<file path="config.mk">
export PLATFORM = sky130hd
export DESIGN_NAME = adcpm_power_ctrl
export DESIGN_NICKNAME = d
export VERILOG_FILES = /design/src/adcpm_pkg.sv /design/src/adcpm_fifo.sv /design/src/adcpm_power_ctrl.sv
export SDC_FILE = /design/constraint.sdc
export NUM_CORES = 1
export LEC_CHECK = 0
export BUFFER_PORTS_ARGS = -buffer_cell sky130_fd_sc_hd__buf_2
export CAP_MARGIN = 20
export CORE_UTILIZATION = 60
export CTS_CLUSTER_SIZE = 12
export DETAILED_ROUTE_END_ITERATION = 8
export PLACE_DENSITY = 0.76
export SLEW_MARGIN = 40
export SYNTH_ARGS = -nofsm -noshare
export SYNTH_HDL_FRONTEND = slang
export SYNTH_SLANG_ARGS = --single-unit
</file>
<file path="constraint.sdc">
create_clock -name clock -period 4.3 [get_ports clock]
set_clock_uncertainty 0.2 [all_clocks]
set_input_delay 0.43 -clock clock [delete_from_list [all_inputs] [get_ports clock]]
set_output_delay 0.43 -clock clock [all_outputs]
set_load 0.02 [all_outputs]
</file>
<file path="src/adcpm_pkg.sv">
package adcpm_pkg;

  // ********************************************************
  // Frame shape
  // ********************************************************
  localparam int          RES_W       = 14;
  localparam int          FRAME_W     = 32;
  localparam int          CNT_W       = 6;
  localparam logic [1:0]  LEAD_ZEROS  = 2'h0;
  localparam logic [5:0]  EDGE_GLITCH = 6'h02;
  localparam logic [5:0]  EDGE_WAKE   = 6'h0a;
  localparam logic [5:0]  EDGE_DONE   = 6'h10;
  localparam logic [5:0]  EDGE_LAST   = 6'h20;
  localparam logic [5:0]  EDGE_SAT    = 6'h3f;

  // ********************************************************
  // Timing and buffer sizes
  // ********************************************************
  localparam int CLK_PERIOD_NS   = 10;
  localparam int PART_WAKE_NS    = 200;
  localparam int FULL_WAKE_MS    = 6;
  localparam int PART_WAKE_CYC   = (PART_WAKE_NS + CLK_PERIOD_NS - 1) / CLK_PERIOD_NS;
  localparam int FULL_WAKE_CYC   = (FULL_WAKE_MS * 1000000) / CLK_PERIOD_NS;
  localparam int WAKE_W          = 20;
  localparam int FIFO_DEPTH      = 16;

  // ********************************************************
  // Types
  // ********************************************************
  typedef enum logic [2:0] {
    MODE_NORMAL  = 3'b001,
    MODE_PARTIAL = 3'b010,
    MODE_FULL    = 3'b100
  } adcpm_mode_type;

  typedef struct packed {
    logic [RES_W-1:0] chan_a;
    logic [RES_W-1:0] chan_b;
  } adcpm_result_type;

  typedef struct packed {
    logic serial_out_a;
    logic serial_out_a_oe;
    logic serial_out_b;
    logic serial_out_b_oe;
  } adcpm_pins_type;

endpackage

</file>
<file path="src/adcpm_fifo.sv">
`timescale 1ns/1ns
module adcpm_fifo
  import adcpm_pkg::*;
#(
  parameter int WIDTH = 2 * RES_W,
  parameter int DEPTH = FIFO_DEPTH
) (
  // Clock and reset
  input  wire logic             clock,
  input  wire logic             sys_rst,
  // Fill side
  input  wire logic             in_valid,
  output logic                  in_ready,
  input  wire logic [WIDTH-1:0] in_data,
  // Drain side
  output logic                  out_valid,
  input  wire logic             out_ready,
  output logic      [WIDTH-1:0] out_data
);

  localparam int AW = $clog2(DEPTH);

  logic [WIDTH-1:0] mem_q [DEPTH];
  logic [AW-1:0]    wr_ptr_q, wr_ptr_d, rd_ptr_q, rd_ptr_d;
  logic [AW:0]      count_q, count_d;
  logic             push, pop;

  always_comb begin
    in_ready  = (count_q != DEPTH[AW:0]);
    out_valid = (count_q != '0);
    out_data  = mem_q[rd_ptr_q];
    push      = in_valid & in_ready;
    pop       = out_valid & out_ready;
    wr_ptr_d  = push ? wr_ptr_q + 1'b1 : wr_ptr_q;
    rd_ptr_d  = pop ? rd_ptr_q + 1'b1 : rd_ptr_q;
    count_d   = count_q + {{AW{1'b0}}, push} - {{AW{1'b0}}, pop};
  end

  always_ff @(posedge clock) begin
    if (sys_rst) begin
      wr_ptr_q <= '0;
      rd_ptr_q <= '0;
      count_q  <= '0;
    end else begin
      wr_ptr_q <= wr_ptr_d;
      rd_ptr_q <= rd_ptr_d;
      count_q  <= count_d;
    end
  end

  // Storage carries no reset; only the pointers and the count define what is valid.
  always_ff @(posedge clock) begin
    if (push) begin
      mem_q[wr_ptr_q] <= in_data;
    end
  end

endmodule

</file>
<file path="src/adcpm_power_ctrl.sv">
// Notes on behaviour
// [RULE_01] Select fall: hold, convert, drive outputs.
// [RULE_02] Two leading zeros, then 14 bits MSB-first.
// [RULE_03] Host keeps select low ten edges.
// [RULE_04] Rise in edges 10..15 aborts, stays powered.
// [RULE_05] Full conversion needs sixteen clock cycles.
// [RULE_06] After sixteen, outputs stay driven.
// [RULE_07] Two more clocks give trailing zeros.
// [RULE_08] Sixteen more clocks give other channel.
// [RULE_09] Release on edge 32 or select rise.
// [RULE_10] Host waits quiet gap before next frame.
// [RULE_11] Rise in edges 2..9 enters partial down.
// [RULE_12] Rise before edge 2 ignored as glitch.
// [RULE_13] Partial down keeps only reference powered.
// [RULE_14] Dummy frame past ten wakes partial.
// [RULE_15] Early rise keeps partial power-down.
// [RULE_16] Power-up starts at fall, undone if unmet.
// [RULE_17] Partial plus window rise gives full down.
// [RULE_18] Host may skip remaining clocks.
// [RULE_19] Full wake needs dummy and long delay.
// [RULE_20] Partial wake: track after first clock edge.
// [RULE_21] Quiet gap also follows dummy frame.
// [RULE_22] Power-on mode unknown; dummy cycle advised.
// [RULE_23] Two dummies hold partial after power-on.
// [RULE_24] Three dummies reach full after power-on.
// [RULE_25] Count clock falls, classify select rise.
`timescale 1ns/1ns
module adcpm_power_ctrl
  import adcpm_pkg::*;
#(
  parameter int FULL_WAKE_CYCLES = FULL_WAKE_CYC,
  parameter int PART_WAKE_CYCLES = PART_WAKE_CYC,
  parameter int BUF_DEPTH        = FIFO_DEPTH
) (
  // Clock and reset
  input  wire logic             clock,
  input  wire logic             sys_rst,
  // Serial pins from the host
  input  wire logic             cs_n,
  input  wire logic             sclk,
  // Serial data pins
  output adcpm_pins_type        pins,
  // Converter core results
  input  wire logic             result_valid,
  output logic                  result_ready,
  input  wire adcpm_result_type result,
  // Converter core control
  output logic                  track_hold,
  output logic                  conv_start,
  output logic                  conv_abort,
  output logic                  conv_done,
  output logic                  ref_power_on,
  output logic                  analog_power_on,
  output logic                  powered_up,
  output adcpm_mode_type        mode
);

  // ********************************************************
  // Pin synchronisers
  // ********************************************************
  logic cs_meta_q, cs_sync_q, cs_prev_q;
  logic ck_meta_q, ck_sync_q, ck_prev_q;
  logic cs_fall, cs_rise, ck_fall, ck_rise;

  always_ff @(posedge clock) begin
    if (sys_rst) begin
      cs_meta_q <= 1'b1;
      cs_sync_q <= 1'b1;
      cs_prev_q <= 1'b1;
      ck_meta_q <= 1'b1;
      ck_sync_q <= 1'b1;
      ck_prev_q <= 1'b1;
    end else begin
      cs_meta_q <= cs_n;
      cs_sync_q <= cs_meta_q;
      cs_prev_q <= cs_sync_q;
      ck_meta_q <= sclk;
      ck_sync_q <= ck_meta_q;
      ck_prev_q <= ck_sync_q;
    end
  end

  always_comb begin
    cs_fall = cs_prev_q & ~cs_sync_q;
    cs_rise = ~cs_prev_q & cs_sync_q;
    // A clock edge coincident with a select edge belongs to no frame.
    ck_fall = ck_prev_q & ~ck_sync_q & ~cs_sync_q & ~cs_fall;
    ck_rise = ~ck_prev_q & ck_sync_q & ~cs_sync_q & ~cs_fall;
  end

  // ********************************************************
  // Result buffer
  // ********************************************************
  logic             buf_valid;
  adcpm_result_type buf_data;

  adcpm_fifo #(
    .WIDTH (2 * RES_W),
    .DEPTH (BUF_DEPTH)
  ) u_fifo (
    .clock     (clock),
    .sys_rst   (sys_rst),
    .in_valid  (result_valid),
    .in_ready  (result_ready),
    .in_data   (result),
    .out_valid (buf_valid),
    .out_ready (cs_fall),
    .out_data  (buf_data)
  );

  // ********************************************************
  // Frame and mode state
  // ********************************************************
  logic [WAKE_W-1:0]  wake_cnt_q, wake_cnt_d;
  logic [CNT_W-1:0]   fall_cnt_q, fall_cnt_d;
  logic [FRAME_W-1:0] shift_a_q, shift_a_d, shift_b_q, shift_b_d;
  adcpm_mode_type     mode_q, mode_d;
  logic               frame_q, frame_d;
  logic               oe_q, oe_d;
  logic               hold_q, hold_d;
  logic               from_part_q, from_part_d;
  logic               start_q, start_d;
  logic               abort_q, abort_d;
  logic               done_q, done_d;
  logic [CNT_W-1:0]   cnt_inc;
  adcpm_result_type   word;

  always_comb begin
    mode_d      = mode_q;
    frame_d     = frame_q;
    fall_cnt_d  = fall_cnt_q;
    oe_d        = oe_q;
    hold_d      = hold_q;
    shift_a_d   = shift_a_q;
    shift_b_d   = shift_b_q;
    wake_cnt_d  = (wake_cnt_q != '0) ? wake_cnt_q - 1'b1 : wake_cnt_q;
    from_part_d = from_part_q;
    start_d     = 1'b0;
    abort_d     = 1'b0;
    done_d      = 1'b0;
    cnt_inc     = (fall_cnt_q == EDGE_SAT) ? fall_cnt_q : fall_cnt_q + 1'b1;
    word        = buf_valid ? buf_data : '0;

    if (cs_fall) begin
      // [RULE_01] Sample and drive
      frame_d     = 1'b1;
      fall_cnt_d  = '0;
      oe_d        = 1'b1;
      hold_d      = 1'b1;
      start_d     = 1'b1;
      from_part_d = (mode_q == MODE_PARTIAL);
      // [RULE_02] Zeros then result
      // [RULE_08] Other channel follows
      shift_a_d   = {LEAD_ZEROS, word.chan_a, LEAD_ZEROS, word.chan_b};
      shift_b_d   = {LEAD_ZEROS, word.chan_b, LEAD_ZEROS, word.chan_a};
    end else if (cs_rise) begin
      frame_d = 1'b0;
      // [RULE_09] Release at rise
      oe_d    = 1'b0;
      hold_d  = 1'b0;
      // [RULE_25] Classify the rise
      if (fall_cnt_q < EDGE_GLITCH) begin
        // [RULE_12] Glitch kept normal
        // [RULE_15] Partial stays partial
        mode_d = mode_q;
      end else if (fall_cnt_q < EDGE_WAKE) begin
        // [RULE_11] Enter partial down
        // [RULE_17] Partial to full
        mode_d  = (mode_q == MODE_NORMAL) ? MODE_PARTIAL : MODE_FULL;
        abort_d = 1'b1;
      end else if (fall_cnt_q < EDGE_DONE) begin
        // [RULE_04] Abort, stay powered
        abort_d = 1'b1;
      end
    end else if (frame_q) begin
      if (ck_fall) begin
        fall_cnt_d = cnt_inc;
        // [RULE_06] Keep driving past 16
        // [RULE_07] Trailing zeros shift out
        shift_a_d  = {shift_a_q[FRAME_W-2:0], 1'b0};
        shift_b_d  = {shift_b_q[FRAME_W-2:0], 1'b0};
        // [RULE_09] Release on edge 32
        if (cnt_inc == EDGE_LAST) begin
          oe_d = 1'b0;
        end
        // [RULE_05] Sixteen cycles complete
        if (cnt_inc == EDGE_DONE) begin
          done_d = 1'b1;
        end
        // [RULE_14] Wake condition met
        // [RULE_19] Long wake from full
        if (cnt_inc == EDGE_WAKE && mode_q != MODE_NORMAL) begin
          mode_d = MODE_NORMAL;
        end
      end
      // [RULE_20] Partial wake tracks early
      if ((ck_fall || ck_rise) && from_part_q) begin
        hold_d      = 1'b0;
        from_part_d = 1'b0;
      end
      // Track again on the first rising edge after the sixteenth fall.
      if (ck_rise && fall_cnt_q >= EDGE_DONE) begin
        hold_d = 1'b0;
      end
    end

    // [RULE_16] Wake timer from select fall
    if (cs_fall && mode_q == MODE_PARTIAL) begin
      wake_cnt_d = WAKE_W'(PART_WAKE_CYCLES);
    end else if (cs_fall && mode_q == MODE_FULL) begin
      wake_cnt_d = WAKE_W'(FULL_WAKE_CYCLES);
    end
  end

  always_ff @(posedge clock) begin
    if (sys_rst) begin
      // [RULE_22] Reset picks normal
      mode_q      <= MODE_NORMAL;
      frame_q     <= 1'b0;
      fall_cnt_q  <= '0;
      oe_q        <= 1'b0;
      hold_q      <= 1'b0;
      shift_a_q   <= '0;
      shift_b_q   <= '0;
      wake_cnt_q  <= '0;
      from_part_q <= 1'b0;
      start_q     <= 1'b0;
      abort_q     <= 1'b0;
      done_q      <= 1'b0;
    end else begin
      mode_q      <= mode_d;
      frame_q     <= frame_d;
      fall_cnt_q  <= fall_cnt_d;
      oe_q        <= oe_d;
      hold_q      <= hold_d;
      shift_a_q   <= shift_a_d;
      shift_b_q   <= shift_b_d;
      wake_cnt_q  <= wake_cnt_d;
      from_part_q <= from_part_d;
      start_q     <= start_d;
      abort_q     <= abort_d;
      done_q      <= done_d;
    end
  end

  // ********************************************************
  // Outputs
  // ********************************************************
  always_comb begin
    pins.serial_out_a    = shift_a_q[FRAME_W-1];
    pins.serial_out_a_oe = oe_q;
    pins.serial_out_b    = shift_b_q[FRAME_W-1];
    pins.serial_out_b_oe = oe_q;
    track_hold           = hold_q;
    conv_start           = start_q;
    conv_abort           = abort_q;
    conv_done            = done_q;
    mode                 = mode_q;
    // [RULE_13] Reference only in partial
    // [RULE_16] Frame powers up tentatively
    ref_power_on         = (mode_q != MODE_FULL) | frame_q;
    analog_power_on      = (mode_q == MODE_NORMAL) | frame_q;
    powered_up           = (mode_q == MODE_NORMAL) & (wake_cnt_q == '0);
  end

endmodule

</file>
Yosys cells after proc, flatten, opt, wreduce, memory -nomap -nowiden
Memories as Yosys holds them, arrays and structs flattened. A register that Yosys moved wholly into a read port is not among the register bits.
Index checks and enable logic that the tools add are counted.
{"block": "op_classes", "add_sub_neg": 6, "n_lt_le_gt_ge": 4, "n_eq_ne": 13, "mux": 43, "bitwise_logic": 21, "n_reduce_logical": 33}
{"cell": "two-way mux 30 bit", "n": 8}
{"cell": "two-way mux 20 bit", "n": 2}
{"cell": "two-way mux 28 bit", "n": 1}
{"cell": "two-way mux 1 bit", "n": 21}
{"cell": "two-way mux 3 bit", "n": 7}
{"cell": "zero test 20 bit", "n": 1}
{"cell": "nonzero test 20 bit", "n": 1}
{"cell": "subtractor 20 x 1 -> 20 bit (second input constant)", "n": 1}
{"cell": "nonzero test 2 bit", "n": 8}
{"cell": "equality test 6 bit (second input constant)", "n": 2}
{"cell": "AND reduction 3 bit", "n": 4}
{"cell": "nonzero test 3 bit", "n": 4}
{"cell": "bitwise AND 1 bit", "n": 11}
{"cell": "adder 4 x 1 -> 4 bit (second input constant)", "n": 2}
{"cell": "two-way mux 4 bit", "n": 2}
{"cell": "NOT 1 bit", "n": 8}
{"cell": "adder 6 x 1 -> 6 bit (second input constant)", "n": 1}
{"cell": "equality test 6 x 4 -> 1 bit (second input constant)", "n": 1}
{"cell": "equality test 6 x 5 -> 1 bit (second input constant)", "n": 1}
{"cell": ">= comparator 6 x 5 -> 1 bit (second input constant)", "n": 1}
{"cell": "less-than comparator 6 x 2 -> 1 bit (second input constant)", "n": 1}
{"cell": "less-than comparator 6 x 4 -> 1 bit (second input constant)", "n": 1}
{"cell": "less-than comparator 6 x 5 -> 1 bit (second input constant)", "n": 1}
{"cell": "two-way mux 6 bit", "n": 1}
{"cell": "22 further kinds", "n": 29}
{"block": "totals", "reg_bits": 119, "ramBits": 448, "in_bits": 33, "out_inout_bits": 15, "wordCells": 146, "n_memories": 1}
{"memory": "u_fifo.mem_q", "depth": 16, "word_bits": 28, "rd": 1, "rd_clocked_by_memory_dff": 1, "write_ports": 1, "line": "adcpm_fifo.sv:23", "text": "logic [WIDTH-1:0] mem_q [DEPTH];"}

Depth between registers and ports, before layout
{"block": "logic_depth", "word_depth": 11, "depth_mapped": 13, "ltp_nobuf": 12}

By module
Synthesis repeated with hierarchy kept, for this count alone.
{"block": "unflattened", "cells_unflattened": 1363, "area_unflattened_um2": 22536.6}
{"mod": "adcpm_fifo", "n_inst": 1, "cells_per_inst": 794, "area_per_inst_um2": 17809.6}
{"mod": "adcpm_power_ctrl", "n_inst": 1, "cells_per_inst": 569, "area_per_inst_um2": 4727.0}

Worst setup path after synthesis
OpenSTA, ideal clock, no wires.
{"block": "synth_timing", "path_type": "flip-flop to flip-flop", "from": "register u_fifo.count_q[2]", "to": "memory u_fifo.mem_q[3][0] in the netlist's numbering (enable)", "arrival_time_ns": 3.167, "required_time_ns": 3.652, "setup_slack_ns": 0.485, "stages_incl_launch_ff": 8, "synth_period_minus_slack_ns": 3.815, "path_cell_list": "dfxtp_1 > inv_1 > ha_1 > or4bb_2 > and2_1 > buf_2 > nand2_1 > nor3_1"}
{"block": "synth_via", "elab_chain_len": 4}
{"item": "from (decl)", "line": "adcpm_fifo.sv:25", "text": "logic [AW:0] count_q, count_d;"}
{"item": "from (signal assigned)", "line": "adcpm_fifo.sv:47", "text": "count_q <= count_d;"}
{"item": "inequality test 5 bit", "line": "adcpm_fifo.sv:29", "text": "in_ready = (count_q != DEPTH[AW:0]);"}
{"item": "net result_ready", "line": "adcpm_power_ctrl.sv:45", "text": "output logic result_ready,"}
{"item": "bitwise AND 1 bit", "line": "adcpm_fifo.sv:32", "text": "push = in_valid & in_ready;"}
{"item": "net u_fifo.push", "line": "adcpm_fifo.sv:26", "text": "logic push, pop;"}
{"item": "two-way mux 1 bit", "line": "adcpm_fifo.sv:53", "text": "if (push) begin"}
{"item": "two-way mux 1 bit (implied by the code)", "line": "adcpm_fifo.sv:54", "text": "mem_q[wr_ptr_q] <= in_data;"}
{"item": "to (decl)", "line": "adcpm_fifo.sv:23"}
The timed path passes the listed nets, and every way through them passes these cells.

Worst setup path in the final report
{"block": "layout_timing", "from": "register wake_cnt_q[11]", "to": "output powered_up"}
{"block": "layout_via", "elab_chain_len": 2}
{"item": "from (decl)", "line": "adcpm_power_ctrl.sv:114", "text": "logic [WAKE_W-1:0] wake_cnt_q, wake_cnt_d;"}
{"item": "from (signal assigned)", "line": "adcpm_power_ctrl.sv:238", "text": "wake_cnt_q <= wake_cnt_d;"}
{"item": "zero test 20 bit", "line": "adcpm_power_ctrl.sv:263", "text": "powered_up = (mode_q == MODE_NORMAL) & (wake_cnt_q == '0);"}
{"item": "bitwise AND 1 bit", "line": "adcpm_power_ctrl.sv:263"}
{"item": "to (decl)", "line": "adcpm_power_ctrl.sv:54", "text": "output logic powered_up,"}
Every way passes these cells.

==> impl_metrics.yaml <==
final_layout:
  drive_gt1_frac: 0.225
  layout.nets: 1460
  n_fill_cell: 2315
  area_growth_pct: 13.2
  antenna_cells: 0
sta:
  tightestPinTransition_ns: 0.761
  slew_violations: 0
  layout_setup_ws_ns: 1.04
  period_minus_slack_ns: 3.26
  setup_tns_ns: 0
  max_clock_freq_mhz: 307
  relSlewSlack: 0.491
  rsz0062_at_grt: "no"
  period_share: 0.759
  hold_violations: 0
  whs_ns: 0.0189
  setup_violations: 0
worst_setup_path:
  crit_type: "register to primary output"
  cp-start-kind: "register"
  cp_slowest_cell: "nor4_1"
  setup.worst_path.end_class: "primary output"
  path_cells: "nor4_1 > and3_1 > nand2_1 > nor2_1 > buf_2"
  worstPathArrival_ns: 2.63
  crit_required_ns: 3.67
  max_stage_delay_ns: 0.61
  path_max_fanout: 9
global_routing:
  grt_antenna_before_repair: 0
  overflow: 0
  grt_pass1_wl_mm: 72.5
  grt_usage: 0.253
  grt_max_degree: 66
  grt_pass1_vias: 12470
synth:
  synth-seq-cells: 571
  netlist.area_leader.share: 0.597
  yosysWarningCount: 0
  syn_nets: 1372
  yosys-top-cells-area: "edfxtp_1 (60%), dfxtp_1 (11%), mux4_2 (9.4%)"
  ys_seq_area_frac: 0.706
  synthFlopType: "edfxtp_1"
  avgSynthCellArea_sq_um: 17.0
  synth_cell_types: 63
  syn-instance-count: 1323
  synth_async_sr_flop_share: 0
  synth-edff-count: 448
  synth_area_sq_mm: 0.0225
  yosysTopAreaCell: "edfxtp_1"
cts:
  cts.sinks: 571
  htreeDepth: 2
  cts_tree: "yes"
  worst_skew_pair.late_latency_ns: 0.62
  clk_transition_reported_paths_ns: 0.06
  cts-root-buf: "clkbuf_16"
  cts_buffers: 57
  cts.path.max_buffers: 3
place:
  gp_congestion: 0.809
  numPortBuffers: 47
  dp_hpwl_mm: 27.5
  dp_slack_ns: 1.11
power:
  power_mw: 12.8
  power.static_leakage_nw: 8.05
  power.switching_mw: 3.09
  power_density_mw_per_mm2: 503
  p_int_mw: 9.74
  swShare: 0.241
  combPwrFrac: 0.125
  p_clk_frac: 0.376
  ir_drop_v: 0.000394
  pwr-share-seq: 0.499
floorplan:
  io_pins: 48
  die_h_microns: 196
  die_w_microns: 196
  die_area_sq_mm: 0.0383
  start_util: 0.613
  coreArea_sq_mm: 0.0368
  rows: 70
drt:
  first_iter_violations: 951
  finalWirelength_mm: 46.8
  vias: 12244
  dr.pass1.iters: 5
  drc: 0
  avgViaCountPerCell: 6.35
  wire_per_inst_microns: 24.3
  drtAntennaViolNets: 0
job:
  drv_cap: 0
hold_path:
  hp-class: "input port to register"
run_status:
  status: "finished clean"
-- critical path: cells and delay by family (launching register included) --
family        cells  cell delay, ns
simple gates      4            1.52
flops             1            0.34
buf+inv           1            0.18
-- metal layers --
metal | up-vias | global-route usage | routed length (microns)
li1 | 5418 | - | -
met1 | 6245 | 0.343 | 18800
met2 | 495 | 0.421 | 23500
met3 | 86 | 0.0428 | 3210
met4 | 0 | 0.0848 | 1340
met5 | - | 0 | 0
-- registers in the layout (all words and copies together), names as in the netlist, named ones only --
register	cells
u_fifo.mem_q	448
shift_a_q	32
shift_b_q	32
wake_cnt_q	20
fall_cnt_q	6
u_fifo.count_q	5
u_fifo.rd_ptr_q	4
u_fifo.wr_ptr_q	4
mode	3
ck_meta_q	1
ck_prev_q	1
ck_sync_q	1
conv_abort	1
conv_done	1
conv_start	1
cs_meta_q	1
cs_prev_q	1
cs_sync_q	1
frame_q	1
from_part_q	1
oe_q	1
track_hold	1
-- layout by cell type (no fill, tap or decap), drive strengths merged, types with 3 or more instances in the layout --
cell         netlist  final
o22ai              4      4
a311oi            52     52
dlygate4sd3        0     26
a22o              26     26
or3                3      3
a221oi            26     26
nand3             16     16
nand2             42     42
xor2              11     11
nand2b            64     64
or2               11     11
dfxtp            123    123
inv               16     17
a211oi             7      7
and3               4      4
clkbuf            46     94
nor3b              4      4
nor4              10     10
mux4             104    104
ha                15     15
a31oi              7      7
bufinv             0      4
o21ai              7      7
edfxtp           448    448
xnor2             14     14
nor3              13     13
a22oi              4      4
buf               39     88
mux2i             21     21
a21oi             30     30
nand4b             3      3
nand4              9      9
clkinv             0      8
nor2b              6      6
nor2             111    111
-- cells in the mapped netlist, types with 3 or more instances --
cell type and count:
edfxtp_1 448, dfxtp_1 123, nor2_1 111, mux4_2 94, nand2b_1 64, a311oi_1 52, clkbuf_1 46, nand2_1 42
a21oi_1 30, a22o_1 26, buf_2 23, mux2i_1 21, a221oi_2 20, inv_1 16, nand3_1 16, ha_1 15
xnor2_1 14, nor3_1 11, or2_2 11, xor2_1 11, mux4_4 10, nand4_1 9, nor4_1 8, a211oi_1 7
a31oi_1 7, buf_4 7, o21ai_0 7, a221oi_1 6, buf_6 5, nor2b_1 5, a22oi_1 4, o22ai_1 4
and3_1 3, nand4b_1 3, or3_1 3
-- power by group through the flow --
stage | combinational [mW] | clock (mW) | sequential [mW]
2_1_floorplan | 1.21 | 0 | 6.46
3_3_place_gp | 1.53 | 0 | 6.50
3_5_place_dp | 1.58 | 0 | 6.52
4_1_cts | 1.61 | 4.89 | 6.41
5_1_grt | 1.79 | 5.12 | 6.44
6_report | 1.60 | 4.82 | 6.41
-- path summary, 6_finish.rpt --
check,from,to,slack (ns),cells past startpoint
setup / recovery,wake_cnt_q[11],powered_up,1.04,5
hold reg to reg,ck_meta_q,ck_sync_q,0.21,1
hold / removal,result[18],u_fifo.mem_q[1][18],0.02,1
setup reg to reg,u_fifo.count_q[2],u_fifo.count_q[4],1.11,12
-- timing repair --
| action | CTS | global route |
|---|---|---|
| gates resized for setup | 0 | 0 |
| endpoints found under the hold margin | 361 | 0 |
| hold buffers | 26 | 0 |
| buffers inserted | 0 | 0 |
-- area by class of cell --
cell class              count  area [sq um]  area share
flip-flops and latches    571         15900       0.624
inverters                  16          60.1     0.00235
clock inverters            13           186     0.00731
multi-input cells         651          6260       0.245
repair buffers            114           868      0.0340
clock buffers              94          1640      0.0641
well taps                 468           586      0.0229
-- cells by family after synthesis --
family / Yosys count / share of synthesized area
simple gates: 311 / 0.0729
buf+inv: 101 / 0.0224
xor+xnor: 25 / 0.00972
fa+ha+maj: 16 / 0.00922
flops: 571 / 0.706
mux: 125 / 0.114
compound gates: 174 / 0.0653
-- stage by stage --
stage | std cells | util | cell area, sq um
2_1_floorplan | 1323 | - | 22500
3_3_place_gp | 1791 | 0.636 | 23400
3_5_place_dp | 1794 | 0.637 | 23400
4_1_cts | 1927 | 0.694 | 25500
5_1_grt | 1927 | 0.694 | 25500
6_report | 1927 | 0.694 | 25500
Power figures use the tool's default switching activity.
